**config.mk**
```make
export PLATFORM = sky130hd
export DESIGN_NAME = omd_distributor
export DESIGN_NICKNAME = d
export VERILOG_FILES = /design/src/hdl/omd_pkg.sv /design/src/hdl/omd_fifo.sv /design/src/hdl/omd_distributor.sv
export SDC_FILE = /design/constraint.sdc
export NUM_CORES = 2
export LEC_CHECK = 0
export BUFFER_PORTS_ARGS = -buffer_cell sky130_fd_sc_hd__buf_2
export CORE_MARGIN = 8
export CORE_UTILIZATION = 40
export CTS_BUF_LIST = sky130_fd_sc_hd__clkbuf_2
export DETAILED_ROUTE_END_ITERATION = 10
export PLACE_DENSITY = 0.53
export SKIP_CTS_REPAIR_TIMING = 1
export SKIP_LAST_GASP = 1
export SLEW_MARGIN = 10
export SYNTH_ARGS = -nofsm -noshare
export SYNTH_HDL_FRONTEND = slang
export SYNTH_SLANG_ARGS = --single-unit
```
**constraint.sdc**
```tcl
create_clock -name mclk -period 12 [get_ports mclk]
set_input_delay 0.6 -clock mclk [delete_from_list [all_inputs] [get_ports mclk]]
set_output_delay 0.6 -clock mclk [all_outputs]
set_load 0.005 [all_outputs]
```
**src/hdl/omd_pkg.sv**
```systemverilog
// Constants for the output message distributor.
package omd_pkg;
   localparam int CLK_HZ = 10_000_000;
   localparam int PUNCH_CPS = 60;
   // Least spacing rounds up to whole cycles
   localparam int PACE_CYCLES = (CLK_HZ + PUNCH_CPS - 1) / PUNCH_CPS;
   localparam int TIMEOUT_MS = 1000;
   // Longest wait rounds down
   localparam int TIMEOUT_CYCLES = (CLK_HZ / 1000) * TIMEOUT_MS;
   localparam int CNT_W = 24;
   localparam int BUF_CHARS = 120;
   localparam int HOST_W = 7;
   localparam int LINE_W = 5;
   localparam int FIFO_DEPTH = 8;
   localparam int NUM_STATIONS = 16;
   localparam int SEL_W = 4;
   localparam logic [6:0] EOM_CODE = 7'h7f;
   localparam logic HOST_PAR_ODD = 1'b1;
   // Word passed from translator to distributor
   localparam int W_PAR_BIT = 5;
   localparam int W_EOM_BIT = 6;
   localparam int W_FAULT_BIT = 7;
   localparam int WORD_W = 8;
   localparam logic [7:0] WORD_RST = 8'h00;
   localparam logic [7:0] FAULT_WORD = 8'hc0;
endpackage

```
**src/hdl/omd_fifo.sv**
```systemverilog
// Small valid/ready FIFO between translator and distributor.
`timescale 1ns/1ps
`default_nettype none
module omd_fifo #(
   parameter int WIDTH = 8,
   parameter int DEPTH = 8
) (
   input wire logic mclk, // Clock
   input wire logic rstn, // Async reset, active low
   input wire logic in_valid, // Word offered
   output logic in_ready, // Space available
   input wire logic [WIDTH-1:0] in_data, // Word in
   output logic out_valid, // Word available
   input wire logic out_ready, // Word taken
   output logic [WIDTH-1:0] out_data // Word out
);
   localparam int PW = (DEPTH > 1) ? $clog2(DEPTH) : 1;
   localparam int CW = $clog2(DEPTH + 1);
   localparam logic [PW-1:0] LAST = PW'(DEPTH - 1);
   localparam logic [CW-1:0] FULL = CW'(DEPTH);

   logic [WIDTH-1:0] mem_reg [DEPTH];
   logic [WIDTH-1:0] mem_next [DEPTH];
   logic [PW-1:0] wr_reg, wr_next, rd_reg, rd_next;
   logic [CW-1:0] cnt_reg, cnt_next;
   logic push, pop;

   assign in_ready = (cnt_reg != FULL);
   assign out_valid = (cnt_reg != '0);
   assign out_data = mem_reg[rd_reg];
   assign push = in_valid && in_ready;
   assign pop = out_valid && out_ready;

   genvar i;
   generate
      for (i = 0; i < DEPTH; i++) begin : g_ent
         always_comb begin
            mem_next[i] = (push && wr_reg == PW'(i)) ? in_data : mem_reg[i];
         end
         always_ff @(posedge mclk or negedge rstn) begin
            if (!rstn) begin
               mem_reg[i] <= '0;
            end else begin
               mem_reg[i] <= mem_next[i];
            end
         end
      end
   endgenerate

   always_comb begin
      wr_next = wr_reg;
      rd_next = rd_reg;
      cnt_next = cnt_reg;
      if (push) begin
         wr_next = (wr_reg == LAST) ? '0 : wr_reg + 1'b1;
      end
      if (pop) begin
         rd_next = (rd_reg == LAST) ? '0 : rd_reg + 1'b1;
      end
      if (push && !pop) begin
         cnt_next = cnt_reg + 1'b1;
      end else if (pop && !push) begin
         cnt_next = cnt_reg - 1'b1;
      end
   end

   always_ff @(posedge mclk or negedge rstn) begin
      if (!rstn) begin
         wr_reg <= '0;
         rd_reg <= '0;
         cnt_reg <= '0;
      end else begin
         wr_reg <= wr_next;
         rd_reg <= rd_next;
         cnt_reg <= cnt_next;
      end
   end
endmodule
`default_nettype wire

```
**src/hdl/omd_distributor.sv**
```systemverilog
// Output message path: character buffer, translator and station distributor.
`timescale 1ns/1ps
`default_nettype none
module omd_distributor #(
   parameter int BUF_CHARS = omd_pkg::BUF_CHARS,
   parameter int NUM_STATIONS = omd_pkg::NUM_STATIONS,
   parameter int FIFO_DEPTH = omd_pkg::FIFO_DEPTH,
   parameter int PACE_CYC = omd_pkg::PACE_CYCLES,
   parameter int TIMEOUT_CYC = omd_pkg::TIMEOUT_CYCLES
) (
   input wire logic mclk, // 10 MHz clock
   input wire logic rstn, // Async reset, active low
   input wire logic host_valid, // Host character offered
   output logic host_ready, // Buffer accepting characters
   input wire logic [6:0] host_char, // Seven-level host code
   input wire logic host_par, // Host parity bit
   input wire logic host_sel_mode, // Present by selection, not sequence
   input wire logic host_sel_go, // Request the selected character
   input wire logic [6:0] host_sel_idx, // Buffer index to present
   input wire logic host_sel_done, // End selective presentation
   output logic host_sel_ack, // Selected character passed on
   input wire logic err_clr, // Clear both error flags
   output logic err_parity, // Sticky parity failure
   output logic err_timeout, // Sticky character timeout
   output logic chr_req, // Punch control requests a character
   output logic [NUM_STATIONS-1:0] pch_connect, // One-hot station connection
   output logic [5:0] pch_data, // Parity and five-level code
   output logic pch_strobe, // Record the character
   output logic [3:0] station_id, // Station last selected
   output logic busy // Message in progress
);
   localparam int IW = $clog2(BUF_CHARS);
   localparam int CW = omd_pkg::CNT_W;
   localparam int WW = omd_pkg::WORD_W;
   localparam logic [IW-1:0] BUF_LAST = IW'(BUF_CHARS - 1);
   localparam logic [CW-1:0] PACE_LAST = CW'(PACE_CYC - 1);
   localparam logic [CW-1:0] TOUT_LAST = CW'(TIMEOUT_CYC - 1);

   typedef enum logic [0:0] {T_LOAD, T_SEND} omd_tstate_e;
   typedef enum logic [1:0] {D_SCAN, D_REQ, D_PUNCH, D_FLUSH} omd_dstate_e;

   // Host character with parity, recoded for the line
   function automatic logic [7:0] omd_xlate(input logic [7:0] hc);
      logic [4:0] code;
      logic eom;
      code = hc[4:0];
      eom = (hc[6:0] == omd_pkg::EOM_CODE);
      omd_xlate = {1'b0, eom, ~^code, code};
   endfunction

   // Character buffer
   logic [7:0] buf_reg [BUF_CHARS];
   logic [7:0] buf_next [BUF_CHARS];
   logic buf_we;

   // Translator state
   omd_tstate_e t_state_reg, t_state_next;
   logic [IW-1:0] wr_idx_reg, wr_idx_next;
   logic [IW-1:0] rd_idx_reg, rd_idx_next;
   logic [IW-1:0] last_idx_reg, last_idx_next;
   logic err_par_reg, err_par_next;
   logic [7:0] cur_char;
   logic [IW-1:0] cur_idx;
   logic cur_par_ok;
   logic push_valid;
   logic [WW-1:0] push_word;
   logic f_in_ready;

   // Distributor state
   omd_dstate_e d_state_reg, d_state_next;
   logic [NUM_STATIONS-1:0] conn_reg, conn_next;
   logic [5:0] data_reg, data_next;
   logic strobe_reg, strobe_next;
   logic [3:0] stn_reg, stn_next;
   logic last_reg, last_next;
   logic [CW-1:0] cnt_reg, cnt_next;
   logic err_tout_reg, err_tout_next;
   logic f_valid, f_ready;
   logic [WW-1:0] f_word;
   logic w_eom, w_fault;
   logic [3:0] w_sel;

   genvar i;
   generate
      for (i = 0; i < BUF_CHARS; i++) begin : g_buf
         always_comb begin
            buf_next[i] = buf_reg[i];
            if (buf_we && wr_idx_reg == IW'(i)) begin
               buf_next[i] = {host_par, host_char};
            end
         end
         always_ff @(posedge mclk or negedge rstn) begin
            if (!rstn) begin
               buf_reg[i] <= '0;
            end else begin
               buf_reg[i] <= buf_next[i];
            end
         end
      end
   endgenerate

   // Selection indices past the loaded count are refused while sending
   assign cur_idx = host_sel_mode ? host_sel_idx[IW-1:0] : rd_idx_reg;
   assign cur_char = buf_reg[cur_idx];
   assign cur_par_ok = ((^cur_char) == omd_pkg::HOST_PAR_ODD);
   assign host_ready = (t_state_reg == T_LOAD);
   assign buf_we = host_ready && host_valid;

   always_comb begin
      t_state_next = t_state_reg;
      wr_idx_next = wr_idx_reg;
      rd_idx_next = rd_idx_reg;
      last_idx_next = last_idx_reg;
      err_par_next = err_par_reg && !err_clr;
      push_valid = 1'b0;
      push_word = omd_pkg::WORD_RST;
      host_sel_ack = 1'b0;
      unique case (t_state_reg)
         T_LOAD: begin
            if (buf_we) begin
               if (host_char == omd_pkg::EOM_CODE || wr_idx_reg == BUF_LAST) begin
                  t_state_next = T_SEND;
                  // Index of the end code, or of the last slot when full
                  last_idx_next = wr_idx_reg;
                  rd_idx_next = '0;
               end else begin
                  wr_idx_next = wr_idx_reg + 1'b1;
               end
            end
         end
         T_SEND: begin
            // Selective mode only presents indices that were loaded
            if (host_sel_mode) begin
               push_valid = host_sel_go && (cur_idx <= last_idx_reg);
            end else begin
               push_valid = 1'b1;
            end
            push_word = cur_par_ok ? omd_xlate(cur_char) : omd_pkg::FAULT_WORD;
            if (push_valid && f_in_ready) begin
               host_sel_ack = host_sel_mode;
               if (!cur_par_ok) begin
                  // Rest of a faulted buffer is dropped, not sent
                  err_par_next = 1'b1;
                  t_state_next = T_LOAD;
                  wr_idx_next = '0;
               end else if (!host_sel_mode) begin
                  if (rd_idx_reg == last_idx_reg) begin
                     t_state_next = T_LOAD;
                     wr_idx_next = '0;
                  end else begin
                     rd_idx_next = rd_idx_reg + 1'b1;
                  end
               end
            end
            if (host_sel_mode && host_sel_done && !(push_valid && f_in_ready)) begin
               t_state_next = T_LOAD;
               wr_idx_next = '0;
            end
         end
      endcase
   end

   always_ff @(posedge mclk or negedge rstn) begin
      if (!rstn) begin
         t_state_reg <= T_LOAD;
         wr_idx_reg <= '0;
         rd_idx_reg <= '0;
         last_idx_reg <= '0;
         err_par_reg <= 1'b0;
      end else begin
         t_state_reg <= t_state_next;
         wr_idx_reg <= wr_idx_next;
         rd_idx_reg <= rd_idx_next;
         last_idx_reg <= last_idx_next;
         err_par_reg <= err_par_next;
      end
   end

   // Buffering decouples translator bursts from the slow punch pace
   omd_fifo #(
      .WIDTH(WW),
      .DEPTH(FIFO_DEPTH)
   ) u_fifo (
      .mclk(mclk),
      .rstn(rstn),
      .in_valid(push_valid),
      .in_ready(f_in_ready),
      .in_data(push_word),
      .out_valid(f_valid),
      .out_ready(f_ready),
      .out_data(f_word)
   );

   assign w_eom = f_word[omd_pkg::W_EOM_BIT];
   assign w_fault = f_word[omd_pkg::W_FAULT_BIT];
   assign w_sel = f_word[omd_pkg::SEL_W-1:0];

   always_comb begin
      d_state_next = d_state_reg;
      conn_next = conn_reg;
      data_next = data_reg;
      strobe_next = 1'b0;
      stn_next = stn_reg;
      last_next = last_reg;
      cnt_next = cnt_reg;
      err_tout_next = err_tout_reg && !err_clr;
      f_ready = 1'b0;
      chr_req = 1'b0;
      unique case (d_state_reg)
         D_SCAN: begin
            f_ready = 1'b1;
            if (f_valid && !w_eom && !w_fault) begin
               if (int'(w_sel) < NUM_STATIONS) begin
                  conn_next = '0;
                  conn_next[w_sel] = 1'b1;
                  stn_next = w_sel;
                  cnt_next = '0;
                  d_state_next = D_REQ;
               end else begin
                  // Unknown station: discard the message
                  d_state_next = D_FLUSH;
               end
            end
         end
         D_REQ: begin
            chr_req = 1'b1;
            f_ready = f_valid;
            if (f_valid) begin
               if (w_fault) begin
                  conn_next = '0;
                  d_state_next = D_SCAN;
               end else begin
                  data_next = f_word[5:0];
                  strobe_next = 1'b1;
                  last_next = w_eom;
                  cnt_next = '0;
                  d_state_next = D_PUNCH;
               end
            end else if (cnt_reg == TOUT_LAST) begin
               // Only idle waiting is counted, so punch pacing cannot trip it
               err_tout_next = 1'b1;
               conn_next = '0;
               d_state_next = D_FLUSH;
            end else begin
               cnt_next = cnt_reg + 1'b1;
            end
         end
         D_PUNCH: begin
            // Strobes end up PACE_CYC + 1 cycles apart, just under the punch limit
            if (cnt_reg == PACE_LAST) begin
               cnt_next = '0;
               if (last_reg) begin
                  conn_next = '0;
                  d_state_next = D_SCAN;
               end else begin
                  d_state_next = D_REQ;
               end
            end else begin
               cnt_next = cnt_reg + 1'b1;
            end
         end
         D_FLUSH: begin
            // Limitation: a message abandoned without its end code keeps this
            // state until the next end or fault word, which may be a later message
            f_ready = 1'b1;
            if (f_valid && (w_eom || w_fault)) begin
               d_state_next = D_SCAN;
            end
         end
      endcase
   end

   always_ff @(posedge mclk or negedge rstn) begin
      if (!rstn) begin
         d_state_reg <= D_SCAN;
         conn_reg <= '0;
         data_reg <= '0;
         strobe_reg <= 1'b0;
         stn_reg <= '0;
         last_reg <= 1'b0;
         cnt_reg <= '0;
         err_tout_reg <= 1'b0;
      end else begin
         d_state_reg <= d_state_next;
         conn_reg <= conn_next;
         data_reg <= data_next;
         strobe_reg <= strobe_next;
         stn_reg <= stn_next;
         last_reg <= last_next;
         cnt_reg <= cnt_next;
         err_tout_reg <= err_tout_next;
      end
   end

   assign pch_connect = conn_reg;
   assign pch_data = data_reg;
   assign pch_strobe = strobe_reg;
   assign station_id = stn_reg;
   assign err_parity = err_par_reg;
   assign err_timeout = err_tout_reg;
   assign busy = (t_state_reg != T_LOAD) || (d_state_reg != D_SCAN);
endmodule
`default_nettype wire

```
==> impl_metrics.py <==
metrics = {
    "synth": {
        "seq_area_frac_synth_pct": 51.5,
        "synth_top_area_share_pct": 51.5,
        "ys_seq_elements": 1112,
        "ys_types": 76,
        "async_flop_share_pct": 100,
        "synth_flop_cell": "dfrtp_1",
        "synthTopCellsByArea": "dfrtp_1, mux2_2, nand2_1, nand3_1, a311oi_1",
        "synth_most_common_cell": "dfrtp_1",
        "syn_nets": 4948,
        "yosysWarnings": 0,
        "yosysTopAreaCell": "dfrtp_1",
        "syn_area_um2": 54100,
        "syn_area_per_cell_um2": 11.1,
        "ys_top_cells_by_count": "dfrtp_1, mux2_2, nand2_1",
        "synth_edf_count": 0,
        "synthCells": 4892,
    },
    "cells_and_area": {
        "area_growth_pct": 8.47,
        "regArea_um2": 27800,
        "drive_gt1_share_pct": 33.2,
        "fin_area_um2": 58700,
        "largest_register_ffs": 960,
        "nFillCells": 13087,
        "multi_input_area_um2": 24500,
        "finalNetCount": 5067,
        "stdcell_count": 7005,
    },
    "place": {
        "dp_hpwl_um": 101000,
        "placed_cells": 6445,
        "post_dp_cell_area_um2": 55800,
        "portBuffers": 54,
        "place.gp.congestion": 0.832,
    },
    "power_and_ir_drop": {
        "p_per_area_nw_per_um2": 196,
        "power_mw": 11.5,
        "peakVddDrop_v": 0.0000980,
        "p_leak_nw": 28.0,
    },
    "floorplan": {
        "num_io_pins": 55,
        "die_w_um": 384,
        "core_area_um2": 135000,
        "rows": 135,
        "dieArea_um2": 147000,
        "fp.dieH_um": 384,
        "initial_core_util_pct": 40.1,
    },
    "cts": {
        "insertion_delay_ns": 1.67,
        "path_clk_slew_ns": 0.08,
        "clock_sinks": 1112,
        "numCtsBuffers": 323,
        "cts.htree.levels": 5,
        "cts-root-buf": "clkbuf_2",
        "clock_path_buffers": 4,
        "cts_tree": "built",
    },
    "sta": {
        "clock_skew_ns": 0.161,
        "worst_pin_slew_ns": 1.22,
        "period_minus_slack_ns": 7.56,
        "max_freq_mhz": 132,
        "rsz0062_at_grt": "no",
        "period_share_pct": 63.0,
        "tns_ns": 0,
        "setup_violations": 0,
        "relSlewSlack_pct": 18.1,
        "hold_slack_ns": 0.0895,
        "hold_violations": 0,
        "final-max-slew-violation-count": 0,
    },
    "worst_setup_path": {
        "worstSetupStartpointType": "register",
        "cp.required_ns": 13.50,
        "crit_type": "register to register",
        "cp-end-kind": "register",
        "crit_fanout": 81,
        "crit_arrival_ns": 9.06,
    },
    "detailed_routing": {
        "wl_per_cell_um": 23.9,
        "drc": 0,
        "drt-pass1-iter-count": 5,
        "initialDrtViolationCount": 2793,
        "route.final.wire_length_um": 168000,
        "ant_nets": 0,
        "num_vias": 39829,
        "avgViaCountPerCell": 5.69,
    },
    "grt": {
        "grt_pass1_vias": 39979,
        "antenna_found_initial": 6,
        "grt_pass1_wl_um": 256000,
        "gr-total-overflow": 0,
        "grtUsageTotal_pct": 22.5,
        "grt_max_degree": 160,
    },
    "run": {
        "cap_violations": 0,
    },
    "outcome": {
        "status": "finished clean",
    },
    "min_path": {
        "hold_class": "input pin to register",
    },
}
## routing by layer
metal  share of wire, %  GRT usage (%)  vias up  wire length, um
li1                   -              -    17752                -
met3                5.3           3.85      372             8840
met5             0.0078              0        -               13
met1                 45           31.3    20538            75900
met2                 46           35.1     1165            77000
met4                3.5           8.82        2             5840
## cell families (layout without fill, tap and decap cells)
family	Yosys count	count (layout)	share of synthesized area, %
other	0	9	0
AOI/OAI and AO/OA	491	491	6.34
buffers and inverters	405	728	3.30
DFF	1112	1112	51.5
xor gates and xnor gates	26	26	0.421
adders and majority gates	34	34	0.800
and+or+nand+nor	1696	1696	13.8
muxes	1128	1128	23.9
## metrics by stage
stage / setup slack [ns] / utilization [%]
after floorplan: 6.39 / -
after global placement: 4.12 / 41.4
after detailed placement: 3.95 / 41.4
after CTS: 4.63 / 43.3
after global routing: 3.97 / 43.5
final: 4.44 / 43.5
## critical path, cell delays in order, from the launching register on
cell           delay, ns
dfrtp_2             0.39
buf_4               0.32
mux2_8              0.58
inv_6               0.62
buf_12              0.40
and3_1              0.22
a311oi_1            0.05
o311ai_0            0.94
a311oi_1            0.15
nor3_1              0.74
a21oi_1             0.21
ha_1                0.33
xnor2_1             0.26
xor2_1              0.48
xor2_1              0.78
a21oi_1             0.12
dlygate4sd3_1       0.59
o21ai_0             0.16
## power by group
| group | leakage [nW] | switching (mW) | internal [mW] |
|---|---|---|---|
| Clock | 2.07 | 1.63 | 1.04 |
| Sequential | 15.1 | 0.606 | 4.85 |
| Combinational | 10.8 | 1.88 | 1.49 |
## layout by cell type (no fill, tap or decap), types with 25 or more instances in the layout
cell type | netlist | routed
nand3_1 | 376 | 376
o21ai_0 | 122 | 122
mux2_2 | 1057 | 1057
nor3_1 | 32 | 25
nor2_1 | 92 | 91
a21oi_1 | 48 | 48
dfrtp_1 | 1112 | 1111
clkinv_1 | 2 | 49
clkbuf_2 | 0 | 475
a31oi_1 | 36 | 36
inv_1 | 36 | 35
ha_1 | 33 | 33
and3_1 | 99 | 99
nand2b_1 | 35 | 35
mux2i_1 | 44 | 44
a311oi_1 | 116 | 116
buf_4 | 4 | 81
nand2_1 | 990 | 990
buf_2 | 117 | 44
## path summary, 6_finish.rpt
check                                     startpoint                   endpoint  slack, ns  depth (start not counted)
max                        rd_idx_reg[0]$_DFFE_PN0P_  wr_idx_reg[1]$_DFFE_PN0P_       4.44                         17
min                                       host_valid  wr_idx_reg[1]$_DFFE_PN0P_       0.09                          6
min in group asynchronous                       rstn   buf_reg[334]$_DFFE_PN0P_       0.30                          4
max reg2reg                rd_idx_reg[0]$_DFFE_PN0P_  wr_idx_reg[1]$_DFFE_PN0P_       4.44                         17
max in group asynchronous                       rstn   buf_reg[161]$_DFFE_PN0P_       9.80                          5
min reg2reg                    err_timeout$_DFF_PN0_      err_timeout$_DFF_PN0_       0.49                          1
## layout make-up
cell class | instances | area share (%)
antenna | 9 | 0.0384
clock buffer | 475 | 4.05
clock inverter | 54 | 0.360
inverter | 41 | 0.292
multi-input combinational | 3375 | 41.8
sequential | 1112 | 47.4
tap | 1781 | 3.80
timing repair buffer | 158 | 2.18
Note: power is estimated with default switching activity, not from simulation.
